$ cat src/design/cpd_consts.vh
// Shared constants for the parcel instruction decoder: word layout,
// designator fields, opcode codes and reset values.
// Assumes inclusion by bare name from design files only.
`ifndef CPD_CONSTS_VH
`define CPD_CONSTS_VH

`define CPD_WORD_W 60
`define CPD_PARCEL_W 15
`define CPD_PARCELS 4
`define CPD_K_W 18
`define CPD_OP_MSB 14
`define CPD_OP_LSB 9
`define CPD_I_LSB 6
`define CPD_J_LSB 3
`define CPD_K_LSB 0

// Opcode codes (six-bit, octal)
`define CPD_OP_STOP 6'o00
`define CPD_OP_RJ_GROUP 6'o01
`define CPD_OP_PASS_GROUP 6'o46
`define CPD_OP_SB_FIRST 6'o60
`define CPD_OP_SB_LAST 6'o62
// Upper octal digit groups with two-parcel K forms; jump from code 02 up and code 01 with i below 4, the others in their low three codes
`define CPD_GRP_JUMP 3'o0
`define CPD_GRP_ADDR 3'o5
`define CPD_GRP_INDEX 3'o6
`define CPD_GRP_OPND 3'o7
`define CPD_KFORM_LAST 3'd2

// Register set selects on the write port
`define CPD_SET_A 2'h0
`define CPD_SET_B 2'h1
`define CPD_SET_X 2'h2

`define CPD_PTR_RST 2'h0
`define CPD_LEN_ONE 3'h1
`define CPD_LEN_TWO 3'h2
`define CPD_LEN_FOUR 3'h4

`endif

$ cat src/design/cpd_sync.v
// Two-flop synchroniser for slow level inputs such as panel switches.
// Assumes levels held far longer than a clock period.
`timescale 1ns/1ps
module cpd_sync #(
  parameter WIDTH = 2
) (
  input wire i_clk,
  input wire i_arst_n,
  input wire [WIDTH-1:0] i_async,
  output wire [WIDTH-1:0] o_sync
);
  reg [WIDTH-1:0] meta_q;
  reg [WIDTH-1:0] sync_q;

  // First stage feeds only the second stage
  genvar b;
  generate
    for (b = 0; b < WIDTH; b = b + 1) begin : g_bit
      always @(posedge i_clk or negedge i_arst_n) begin
        if (!i_arst_n) begin
          meta_q[b] <= 1'b0;
          sync_q[b] <= 1'b0;
        end else begin
          meta_q[b] <= i_async[b];
          sync_q[b] <= meta_q[b];
        end
      end
    end
  endgenerate

  assign o_sync = sync_q;
endmodule

$ cat src/design/cpd_regfile.v
// Address, index and operand register sets with one write port.
// Assumes the execute units own the write port; reads are combinational.
`timescale 1ns/1ps
module cpd_regfile #(
  parameter AW = 18,
  parameter XW = 60
) (
  input wire i_clk,
  input wire i_arst_n,
  input wire i_wr_en,
  input wire [1:0] i_wr_set,
  input wire [2:0] i_wr_addr,
  input wire [XW-1:0] i_wr_data,
  input wire [2:0] i_rd_j,
  input wire [2:0] i_rd_k,
  output wire [AW-1:0] o_aj,
  output wire [AW-1:0] o_bj,
  output wire [XW-1:0] o_xj,
  output wire [XW-1:0] o_xk
);
  `include "cpd_consts.vh"

  reg [AW-1:0] a_mem [0:7];
  reg [AW-1:0] b_mem [0:7];
  reg [XW-1:0] x_mem [0:7];

  // One write slot per entry across the three sets
  genvar e;
  generate
    for (e = 0; e < 8; e = e + 1) begin : g_ent
      always @(posedge i_clk or negedge i_arst_n) begin
        if (!i_arst_n) begin
          a_mem[e] <= {AW{1'b0}};
          b_mem[e] <= {AW{1'b0}};
          x_mem[e] <= {XW{1'b0}};
        end else if (i_wr_en && i_wr_addr == e) begin
          if (i_wr_set == `CPD_SET_A) a_mem[e] <= i_wr_data[AW-1:0];
          if (i_wr_set == `CPD_SET_B) b_mem[e] <= i_wr_data[AW-1:0];
          if (i_wr_set == `CPD_SET_X) x_mem[e] <= i_wr_data;
        end
      end
    end
  endgenerate

  // Index zero is forced at the read so a stray write cannot leak out
  assign o_aj = a_mem[i_rd_j];
  assign o_bj = (i_rd_j == 3'h0) ? {AW{1'b0}} : b_mem[i_rd_j];
  assign o_xj = x_mem[i_rd_j];
  assign o_xk = x_mem[i_rd_k];
endmodule

$ cat src/design/cpd_decoder.v
// Parcel decoder: splits program words into parcels, decodes format and
// designators, hands one instruction at a time to the issue side.
// Assumes fetch gives one word per handshake and the execute side
// reports taken branches as one-cycle pulses on the same clock.
`timescale 1ns/1ps
module cpd_decoder (
  input wire i_clk,
  input wire i_arst_n,
  input wire i_wide_variant,
  input wire i_exchange_jump_enable_switch,
  input wire i_word_valid,
  input wire [59:0] i_word,
  input wire i_branch_taken,
  input wire i_issue_ready,
  input wire i_wr_en,
  input wire [1:0] i_wr_set,
  input wire [2:0] i_wr_addr,
  input wire [59:0] i_wr_data,
  output reg o_word_ready,
  output reg o_instr_valid,
  output reg [5:0] o_opcode_six_bit,
  output reg [8:0] o_opcode_nine_bit,
  output reg [2:0] o_i,
  output reg [2:0] o_j,
  output reg [2:0] o_k,
  output reg [5:0] o_shift_or_mask_count,
  output reg [17:0] o_k18,
  output reg [2:0] o_length,
  output reg [1:0] o_parcel,
  output reg o_fixed_time,
  output reg o_pass,
  output reg o_error_exit,
  output reg o_halt,
  output reg [17:0] o_aj_data,
  output reg [17:0] o_bj_data,
  output reg [59:0] o_xj_data,
  output reg [59:0] o_xk_data
);
  `include "cpd_consts.vh"

  localparam [3:0] S_NEED = 4'h1;
  localparam [3:0] S_DEC = 4'h2;
  localparam [3:0] S_ISSUE = 4'h4;
  localparam [3:0] S_HALT = 4'h8;

  reg [3:0] state_q;
  reg [3:0] state_d;
  reg [59:0] word_q;
  reg [1:0] ptr_q;
  reg [1:0] ptr_d;
  reg done_q;
  reg done_d;

  wire wide;
  wire xj_en;
  wire [17:0] rf_aj;
  wire [17:0] rf_bj;
  wire [59:0] rf_xj;
  wire [59:0] rf_xk;

  // Switch and variant strap come from the panel, so they are resynchronised
  cpd_sync #(
    .WIDTH(2)
  ) u_sync (
    .i_clk(i_clk),
    .i_arst_n(i_arst_n),
    .i_async({i_wide_variant, i_exchange_jump_enable_switch}),
    .o_sync({wide, xj_en})
  );

  // Parcel table; slot 4 is the all-zero parcel past the word's end
  wire [14:0] parcel [0:4];
  genvar p;
  generate
    for (p = 0; p < `CPD_PARCELS; p = p + 1) begin : g_parcel
      assign parcel[p] = word_q[`CPD_WORD_W-1-p*`CPD_PARCEL_W -: `CPD_PARCEL_W];
    end
  endgenerate
  assign parcel[4] = 15'h0000;

  wire [14:0] cur = parcel[ptr_q];
  wire [2:0] ptr_next = {1'b0, ptr_q} + 3'h1;
  // A second parcel past parcel 3 reads as zero instead of the next word
  wire [14:0] nxt = parcel[ptr_next];
  wire [5:0] op6 = cur[`CPD_OP_MSB:`CPD_OP_LSB];
  wire [2:0] di = cur[`CPD_I_LSB+2:`CPD_I_LSB];
  wire [2:0] dj = cur[`CPD_J_LSB+2:`CPD_J_LSB];
  wire [2:0] dk = cur[`CPD_K_LSB+2:`CPD_K_LSB];

  // Operands are read by the designators of the parcel being decoded
  cpd_regfile #(
    .AW(18),
    .XW(60)
  ) u_regs (
    .i_clk(i_clk),
    .i_arst_n(i_arst_n),
    .i_wr_en(i_wr_en),
    .i_wr_set(i_wr_set),
    .i_wr_addr(i_wr_addr),
    .i_wr_data(i_wr_data),
    .i_rd_j(dj),
    .i_rd_k(dk),
    .o_aj(rf_aj),
    .o_bj(rf_bj),
    .o_xj(rf_xj),
    .o_xk(rf_xk)
  );

  // Format decode: length, pass, stop and illegal placement
  reg [2:0] len;
  reg is_pass;
  reg is_stop;
  reg illegal;
  reg fixed;
  always @* begin
    len = `CPD_LEN_ONE;
    is_pass = 1'b0;
    is_stop = (op6 == `CPD_OP_STOP);
    illegal = 1'b0;
    fixed = 1'b1;
    case (op6[5:3])
      `CPD_GRP_JUMP: begin
        fixed = 1'b0;
        if (op6 == `CPD_OP_RJ_GROUP) begin
          if (!di[2]) len = `CPD_LEN_TWO;
        end else if (op6 != `CPD_OP_STOP) begin
          len = `CPD_LEN_TWO;
        end
      end
      `CPD_GRP_ADDR: begin
        fixed = 1'b0;
        if (op6[2:0] <= `CPD_KFORM_LAST) len = `CPD_LEN_TWO;
      end
      `CPD_GRP_INDEX, `CPD_GRP_OPND: begin
        if (op6[2:0] <= `CPD_KFORM_LAST) len = `CPD_LEN_TWO;
      end
      default: begin
      end
    endcase
    if (op6 == `CPD_OP_PASS_GROUP) begin
      if (!wide || !di[2]) begin
        is_pass = 1'b1;
      end else begin
        len = `CPD_LEN_FOUR;
        illegal = (ptr_q != `CPD_PTR_RST);
      end
    end
    if (op6 >= `CPD_OP_SB_FIRST && op6 <= `CPD_OP_SB_LAST && di == 3'h0) begin
      is_pass = 1'b1;
    end
  end

  // Where the pointer goes and whether the word is used up
  wire [2:0] end_pos = {1'b0, ptr_q} + len;
  wire word_end = (end_pos >= 3'h4);

  // Next-state logic
  always @* begin
    state_d = state_q;
    ptr_d = ptr_q;
    done_d = done_q;
    case (state_q)
      S_NEED: begin
        if (i_word_valid && o_word_ready) begin
          state_d = S_DEC;
          ptr_d = `CPD_PTR_RST;
          done_d = 1'b0;
        end
      end
      S_DEC: begin
        if (i_branch_taken) begin
          state_d = S_NEED;
        end else if (is_stop && wide && !xj_en) begin
          state_d = S_HALT;
        end else if (is_stop || illegal) begin
          state_d = S_NEED;
        end else begin
          ptr_d = end_pos[1:0];
          done_d = word_end;
          if (!is_pass) state_d = S_ISSUE;
          else if (word_end) state_d = S_NEED;
        end
      end
      S_ISSUE: begin
        if (i_branch_taken) state_d = S_NEED;
        else if (i_issue_ready) state_d = done_q ? S_NEED : S_DEC;
      end
      S_HALT: begin
        state_d = S_HALT;
      end
      default: begin
        state_d = S_NEED;
      end
    endcase
  end

  // State, word capture and pointer
  always @(posedge i_clk or negedge i_arst_n) begin
    if (!i_arst_n) begin
      state_q <= S_NEED;
      word_q <= 60'h0;
      ptr_q <= `CPD_PTR_RST;
      done_q <= 1'b0;
    end else begin
      state_q <= state_d;
      ptr_q <= ptr_d;
      done_q <= done_d;
      if (state_q == S_NEED && i_word_valid && o_word_ready) word_q <= i_word;
    end
  end

  // Fetch handshake: ready only while waiting for a word
  always @(posedge i_clk or negedge i_arst_n) begin
    if (!i_arst_n) begin
      o_word_ready <= 1'b0;
    end else begin
      o_word_ready <= (state_d == S_NEED);
    end
  end

  // Decoded fields are latched once per instruction and held through issue
  always @(posedge i_clk or negedge i_arst_n) begin
    if (!i_arst_n) begin
      o_instr_valid <= 1'b0;
      o_opcode_six_bit <= 6'h00;
      o_opcode_nine_bit <= 9'h000;
      o_i <= 3'h0;
      o_j <= 3'h0;
      o_k <= 3'h0;
      o_shift_or_mask_count <= 6'h00;
      o_k18 <= 18'h00000;
      o_length <= 3'h0;
      o_parcel <= 2'h0;
      o_fixed_time <= 1'b0;
      o_aj_data <= 18'h00000;
      o_bj_data <= 18'h00000;
      o_xj_data <= 60'h0;
      o_xk_data <= 60'h0;
    end else begin
      o_instr_valid <= (state_d == S_ISSUE);
      if (state_q == S_DEC && !i_branch_taken) begin
        o_opcode_six_bit <= op6;
        o_opcode_nine_bit <= {op6, di};
        // Stop ignores its designators; one-parcel forms carry no K
        o_i <= is_stop ? 3'h0 : di;
        o_j <= is_stop ? 3'h0 : dj;
        o_k <= is_stop ? 3'h0 : dk;
        o_shift_or_mask_count <= is_stop ? 6'h00 : {dj, dk};
        o_k18 <= (len == `CPD_LEN_ONE) ? 18'h00000 : {dk, nxt};
        o_length <= len;
        o_parcel <= ptr_q;
        o_fixed_time <= fixed;
        o_aj_data <= rf_aj;
        o_bj_data <= rf_bj;
        o_xj_data <= rf_xj;
        o_xk_data <= rf_xk;
      end
    end
  end

  // One-cycle event pulses and the sticky halt
  always @(posedge i_clk or negedge i_arst_n) begin
    if (!i_arst_n) begin
      o_pass <= 1'b0;
      o_error_exit <= 1'b0;
      o_halt <= 1'b0;
    end else begin
      o_pass <= (state_q == S_DEC) && !i_branch_taken && is_pass && !is_stop;
      // Error exit drops the rest of the word; the fetch side owns the counter
      o_error_exit <= (state_q == S_DEC) && !i_branch_taken &&
                      ((is_stop && !(wide && !xj_en)) || illegal);
      // Halt holds until reset; the counter value is left to fetch
      o_halt <= (state_d == S_HALT);
    end
  end
endmodule

$ cat config.mk
export PLATFORM = sky130hd
export DESIGN_NAME = cpd_decoder
export DESIGN_NICKNAME = d
export VERILOG_FILES = /design/src/design/cpd_sync.v /design/src/design/cpd_regfile.v /design/src/design/cpd_decoder.v
export VERILOG_INCLUDE_DIRS = /design/src /design/src/design
export SDC_FILE = /design/constraint.sdc
export NUM_CORES = 2
export LEC_CHECK = 0
export BUFFER_PORTS_ARGS = -buffer_cell sky130_fd_sc_hd__buf_2
export CAP_MARGIN = 40
export CORE_MARGIN = 5
export CORE_UTILIZATION = 55
export DETAILED_ROUTE_END_ITERATION = 10
export HOLD_SLACK_MARGIN = 0.12
export MAX_ROUTING_LAYER = met4
export PLACE_DENSITY = 0.78
export SLEW_MARGIN = 20
export SYNTH_ARGS = -nofsm -noshare
export SYNTH_HDL_FRONTEND = slang
export SYNTH_SLANG_ARGS = --single-unit
$ cat constraint.sdc
create_clock -name i_clk -period 3.9 [get_ports i_clk]
set_input_delay 0 -clock i_clk [delete_from_list [all_inputs] [get_ports i_clk]]
set_output_delay 0 -clock i_clk [all_outputs]
set_load 0.1 [all_outputs]
# [Word level (Yosys, flattened, before mapping)]
# Index checks and enable logic that the tools add are counted.
[word_totals] regBits=1054 input_bits=133 out_inout_bits=215 elab_cells=214
[classes] n_addsub=2 order_cmp=8 n_eq_ne=26 muxes=57 n_bitwise=4 reduce_logical=66
[ops] operator="60-bit binary-select mux with 3-bit select" count=2
[ops] operator="60-bit two-way mux" count=4
[ops] operator="18-bit binary-select mux with 3-bit select" count=2
[ops] operator="18-bit two-way mux" count=6
[ops] operator="15-bit binary-select mux with 3-bit select" count=2
[ops] operator="15-bit two-way mux" count=4
[ops] operator="2-bit AND reduction" count=24
[ops] operator="4-bit two-way mux" count=8
[ops] operator="3-bit == test (second input constant)" count=7
[ops] operator="1-bit logical AND" count=21
[ops] operator="3-bit two-way mux" count=6
[ops] operator="2-bit two-way mux" count=8
[ops] operator="4-bit one-hot mux with 4 select lines" count=1
[ops] operator="4-bit greater-or-equal comparator (second input constant)" count=3
[ops] operator="3-bit zero test" count=4
[ops] operator="3-bit NOT with 4-bit output" count=3
[ops] operator="1-bit two-way mux" count=10
[ops] operator="4-bit by 1-bit == test with 1-bit output (second input constant)" count=2
[ops] operator="4-bit by 3-bit == test with 1-bit output (second input constant)" count=2
[ops] operator="4-bit == test (second input constant)" count=2
[ops] operator="2-bit inequality test (second input constant)" count=4
[ops] operator="3-bit by 1-bit == test with 1-bit output (second input constant)" count=2
[ops] operator="3-bit by 2-bit == test with 1-bit output (second input constant)" count=2
[ops] operator="6-bit by 1-bit == test with 1-bit output (second input constant)" count=1
[ops] operator="other kinds (25)" count=33

# [Longest topological paths before layout]
[logic_depth] depth_word=19 mapped_depth=12 ltp_nobuf=10

# [Cells and area by module]
# A second synthesis with hierarchy kept.
[hier_totals] hier_cells=3355 area_unflattened_um2=48858.1
[by_module_without_submodules] module="cpd_regfile" instances=1 cells_per_inst=2289 area_each_um2=37541.0 seq_area_each_um2=19018.2
[by_module_without_submodules] module="cpd_decoder" instances=1 cells_per_inst=1062 area_each_um2=11217.0 seq_area_each_um2=6757.7
[by_module_without_submodules] module="cpd_sync" instances=1 cells_per_inst=4 area_each_um2=100.1 seq_area_each_um2=100.1

# [Least setup slack after synthesis]
# Ideal clock, no wire load.
[synth_timing] path_kind="reg2reg" start="register ptr_q[0]" end="register o_word_ready" setup_ns=0.139 arrival_time_ns=3.406 t_required_ns=3.761 path_slack_ns=0.355 stages_incl_launch_ff=13 path_buffers=2 path_cell_list="dfrtp_1 buf_6 mux4_1 or2_1 buf_2 nor3b_1 nor3_1 ha_1 inv_1 fa_1 or4_1 a21oi_1 o211ai_1"
[synth_between] elab_chain_cells=19 word_cells_on_any_way=46
[synth_lines] element="start: declaration" line_no="cpd_decoder.v:49" text="reg [1:0] ptr_q;"
[synth_lines] element="start signal: assignment" line_no="cpd_decoder.v:202" text="ptr_q <= `CPD_PTR_RST;"
[synth_lines] element="start signal: assignment" line_no="cpd_decoder.v:206" text="ptr_q <= ptr_d;"
[synth_lines] element="2-bit NOT with 3-bit output (implied by the code) (*)" line_no="cpd_decoder.v:81" text="wire [14:0] cur = parcel[ptr_q];"
[synth_lines] element="15-bit binary-select mux with 3-bit select (*)" line_no="cpd_decoder.v:81"
[synth_lines] element="15-bit two-way mux (implied by the code) (*) (2 in series)" line_no="cpd_decoder.v:81"
[synth_lines] element="branches (longest 5 deep; another with 3-bit by 2-bit <= comparator with 1-bit output)"
[synth_lines] element="3-bit two-way mux (*)" line_no="cpd_decoder.v:140" text="if (op6 == `CPD_OP_PASS_GROUP) begin"
[synth_lines] element="via len[0]" line_no="cpd_decoder.v:110" text="reg [2:0] len;"
[synth_lines] element="2-bit by 3-bit adder with 3-bit output (*)" line_no="cpd_decoder.v:154" text="wire [2:0] end_pos = {1'b0, ptr_q} + len;"
[synth_lines] element="3-bit greater-or-equal comparator (*)" line_no="cpd_decoder.v:155" text="wire word_end = (end_pos >= 3'h4);"
[synth_lines] element="4-bit two-way mux (*)" line_no="cpd_decoder.v:181" text="else if (word_end) state_d = S_NEED;"
[synth_lines] element="4-bit two-way mux (*)" line_no="cpd_decoder.v:180" text="if (!is_pass) state_d = S_ISSUE;"
[synth_lines] element="4-bit two-way mux (*)" line_no="cpd_decoder.v:175" text="end else if (is_stop || illegal) begin"
[synth_lines] element="4-bit two-way mux (*)" line_no="cpd_decoder.v:173" text="end else if (is_stop && wide && !xj_en) begin"
[synth_lines] element="4-bit two-way mux (*)" line_no="cpd_decoder.v:171" text="if (i_branch_taken) begin"
[synth_lines] element="4-bit one-hot mux with 4 select lines (*)" line_no="cpd_decoder.v:162" text="case (state_q)"
[synth_lines] element="4-bit by 1-bit == test with 1-bit output (*)" line_no="cpd_decoder.v:217" text="o_word_ready <= (state_d == S_NEED);"
[synth_lines] element="end signal: assignment" line_no="cpd_decoder.v:217"
[synth_lines] element="end: declaration" line_no="cpd_decoder.v:19" text="output reg o_word_ready,"
# Mark *: on every way through the listed nets, which the timed path passes. The select of a mux whose other input is x is not followed.
# A chain may end at the register's enable or synchronous reset.

# [Worst setup path in the final report]
# Ends and elaborated chain as after synthesis.

==> results.py <==
metrics = {
    "global_routing": {
        "grt_pass1_wl_mm": 194,
        "grt.total_usage_pct": 27.4,
        "grt_max_degree": 123,
        "use_met2_pct": 43.7,
        "met3_usage_pct": 4.19,
        "overflow": 0,
        "antenna_found_initial": 7,
        "first_global_vias": 32264,
        "groute.layer.met1.usage_pct": 36.3,
        "grt-busiest-layer": "met2",
    },
    "die": {
        "initial_utilization_pct": 55.2,
        "num_rows": 108,
        "core-area_mm2": 0.0865,
        "die_w_um": 305,
        "ios": 348,
        "dieArea_mm2": 0.0928,
        "die_y_um": 305,
    },
    "sta": {
        "finClkSkew_ns": 0.0324,
        "fin_crit_sh_pct": 93.2,
        "worst_slack_ns": 0.263,
        "min_period_ns": 3.64,
        "hold_viol_final": 0,
        "final.setup.tns_ns": 0,
        "relSlewSlack_pct": 43.6,
        "grt_setup_unrepaired": "false",
        "drv_slew": 0,
        "worst_pin_slew_ns": 0.846,
        "fmax_ghz": 0.275,
        "final-setup-viol-count": 0,
    },
    "worst_setup_path": {
        "crit_slowest_cell": "mux4_1",
        "endpoint_kind": "flop",
        "cp_cell_sequence": "mux4_1, or2_1, nor3b_1, nor3_1, ha_1, inv_1, fa_1, or4_1, a21oi_1, o211ai_1",
        "reg2reg_setup_slack_ns": 0.26,
        "worst_setup_path_start_kind": "flop",
        "crit_family": "simple AND/OR/NAND/NOR gates",
        "r2r-end": "o_word_ready",
        "worstReg2RegStart": "ptr_q[0]",
        "critPathArrivalTime_ns": 4.15,
        "reg2reg_depth": 10,
        "crit_buf_inv": 1,
        "cp_max_fo": 10,
        "max_stage_delay_ns": 0.63,
        "critPathRequiredTime_ns": 4.41,
        "crit_type": "flop to flop",
    },
    "cts": {
        "clock-root-buffer": "clkbuf_16",
        "cts_max_path_buffers": 3,
        "cts_num_sinks": 1024,
        "post_cts.repair.setup_buffers": 0,
        "cts_tree": "built",
        "cts_buffers": 107,
        "clk_pin_slew_ns": 0.06,
        "cts_max_level": 3,
        "clk_latency_ns": 0.67,
    },
    "finish": {
        "num-fill-cells": 5936,
        "drive_above_1_share_pct": 47.8,
        "nets": 3805,
        "synthToLayoutAreaGrowth_pct": 18.9,
        "final_cell_area_mm2": 0.0568,
    },
    "drt": {
        "drc": 0,
        "avgRoutedWirePerCell_um": 25.2,
        "wl_mm": 124,
        "first_pass_iters": 5,
        "ant_nets": 0,
        "drtIter0Drc": 2199,
        "vias": 30210,
        "vias_per_cell": 6.15,
    },
    "pwr": {
        "power_per_cell_area_mw_per_mm2": 899,
        "ir_drop_mv": 0.798,
        "leakagePower_uw": 0.0258,
    },
    "placed_design": {
        "hpwl_mm": 73.2,
        "place_area_mm2": 0.0511,
        "routabilityCongestion": 0.852,
        "portBuffers": 347,
        "pre_cts_ws_ns": 0.273,
    },
    "synthesis": {
        "ys_top_cells_by_count": "dfrtp_1, mux2_2, mux4_2",
        "async_flop_share_pct": 100,
        "synth_area_mm2": 0.0477,
        "synth_largest_area_cell": "dfrtp_1",
        "synth_top_area_share_pct": 53.6,
        "yosys-top-cells-area": "dfrtp_1, mux2_2, mux4_2, mux2i_1, nand2_1",
        "yosysMostFrequentCell": "dfrtp_1",
        "ys_seq_area_share_pct": 53.7,
        "yosys_warnings": 0,
        "synth_seq_cells": 1024,
        "synth_ff_type": "dfrtp_1",
        "netlist_instances": 3161,
        "synth_nets": 3298,
        "synth.distinct_cells": 50,
        "synth-edff-count": 0,
        "synth_area_per_cell_um2": 15.1,
    },
    "worst_hold_path": {
        "min_path_type": "input port to async pin",
    },
    "run": {
        "cap_violations": 0,
    },
    "run_status": {
        "status": "finished, final reports clean",
    },
}
[cell usage in the layout, fill, tap and decap left out, types with 32 or more instances in the layout]
| cell | Yosys | routed |
|---|---|---|
| dlygate4sd3_1 | 0 | 211 |
| buf_2 | 32 | 346 |
| o21ai_0 | 87 | 87 |
| o21ai_1 | 85 | 85 |
| nand2_1 | 253 | 249 |
| dfrtp_1 | 1023 | 1022 |
| mux4_2 | 320 | 314 |
| mux2_2 | 829 | 829 |
| buf_12 | 1 | 32 |
| mux2i_1 | 143 | 143 |
| clkbuf_16 | 0 | 111 |
| buf_4 | 18 | 69 |
[where the power goes]
| part | switching (uW) | internal, uW |
|---|---|---|
| Sequential | 1940 | 13300 |
| Combinational | 15500 | 10100 |
| Clock | 4260 | 5970 |
[worst reg2reg max path: stages (launching register included)]
cell and delay [ns]:
dfrtp_2 0.50, mux4_1 0.63, or2_1 0.27, nor3b_1 0.17, nor3_1 0.28, ha_1 0.23
inv_1 0.06, fa_1 0.44, or4_1 0.57, a21oi_1 0.22, o211ai_1 0.12
[flip-flops by register name (all words and copies together) (netlist names), 3 cells and up]
signal and cells:
u_regs.x_mem 480, u_regs.a_mem 144, u_regs.b_mem 126, o_xj_data 60
o_xk_data 60, word_q 60, o_aj_data 18, o_bj_data 18
o_k18 18, o_opcode_six_bit 6, state_q 4, o_i 3
o_j 3, o_length 3, o_opcode_nine_bit 3
[routing by layer]
metal | vias up | part of all wire [%] | routed length, um
met1 | 16083 | 41 | 51200
met5 | - | 0 | 0
met3 | 305 | 5.3 | 6570
met2 | 983 | 49 | 60700
met4 | 0 | 4.1 | 5040
li1 | 12839 | - | -
[how the worst max path moves through the flow]
stage | from | end | slack, ns | cells after the start
2_1_floorplan | ptr_q[0] | o_word_ready | 0.36 | 12
3_3_place_gp | ptr_q[0] | o_word_ready | 0.28 | 11
6_report | ptr_q[0] | o_word_ready | 0.26 | 10
3_5_place_dp | ptr_q[0] | o_word_ready | 0.27 | 10
5_1_grt | ptr_q[0] | o_word_ready | 0.09 | 11
4_1_cts | ptr_q[0] | o_word_ready | 0.21 | 10
[per-stage QoR]
step	hold WS, ns	cells	power, uW	util, %
after detailed placement	0.132	4502	40300	59.1
after floorplan	-0.296	3161	34600	-
final	0.155	4911	51000	65.6
after global placement	0.127	4493	39800	58.9
after global routing	0.151	4910	53300	65.6
after CTS	0.123	4905	50900	65.6
[repair_timing]
action / 4_1_cts / 5_1_grt
endpoints found under the hold margin: 1430 / 0
endpoints found under the setup margin: 0 / 2
hold buffers: 212 / 0
resized for setup: 0 / 1
[layout make-up]
cell class                      count  area [um2]  share of cell area (%)
Sequential cell                  1024       25600                    45.1
Timing Repair Buffer              668        5190                    9.14
Inverter                            6        22.5                  0.0397
Antenna cell                        6        15.0                  0.0264
Clock inverter                     28         292                   0.514
Tap cell                         1155        1450                    2.55
Clock buffer                      163        3240                    5.71
Multi-Input combinational cell   1861       20900                    36.9
[logic make-up (layout without fill, tap and decap cells)]
logic type | after synthesis | in the layout | share of synthesized area (%)
buffers and inverters | 276 | 865 | 2.70
flip-flops | 1024 | 1024 | 53.7
other | 0 | 6 | 0
multiplexers | 1296 | 1296 | 37.9
adder cells (fa/ha/maj) | 4 | 4 | 0.121
AND/OR/NAND/NOR | 332 | 332 | 2.92
XOR/XNOR | 1 | 1 | 0.0183
AO/OA/AOI/OAI | 228 | 228 | 2.71
(Power assumes the default switching activity.)
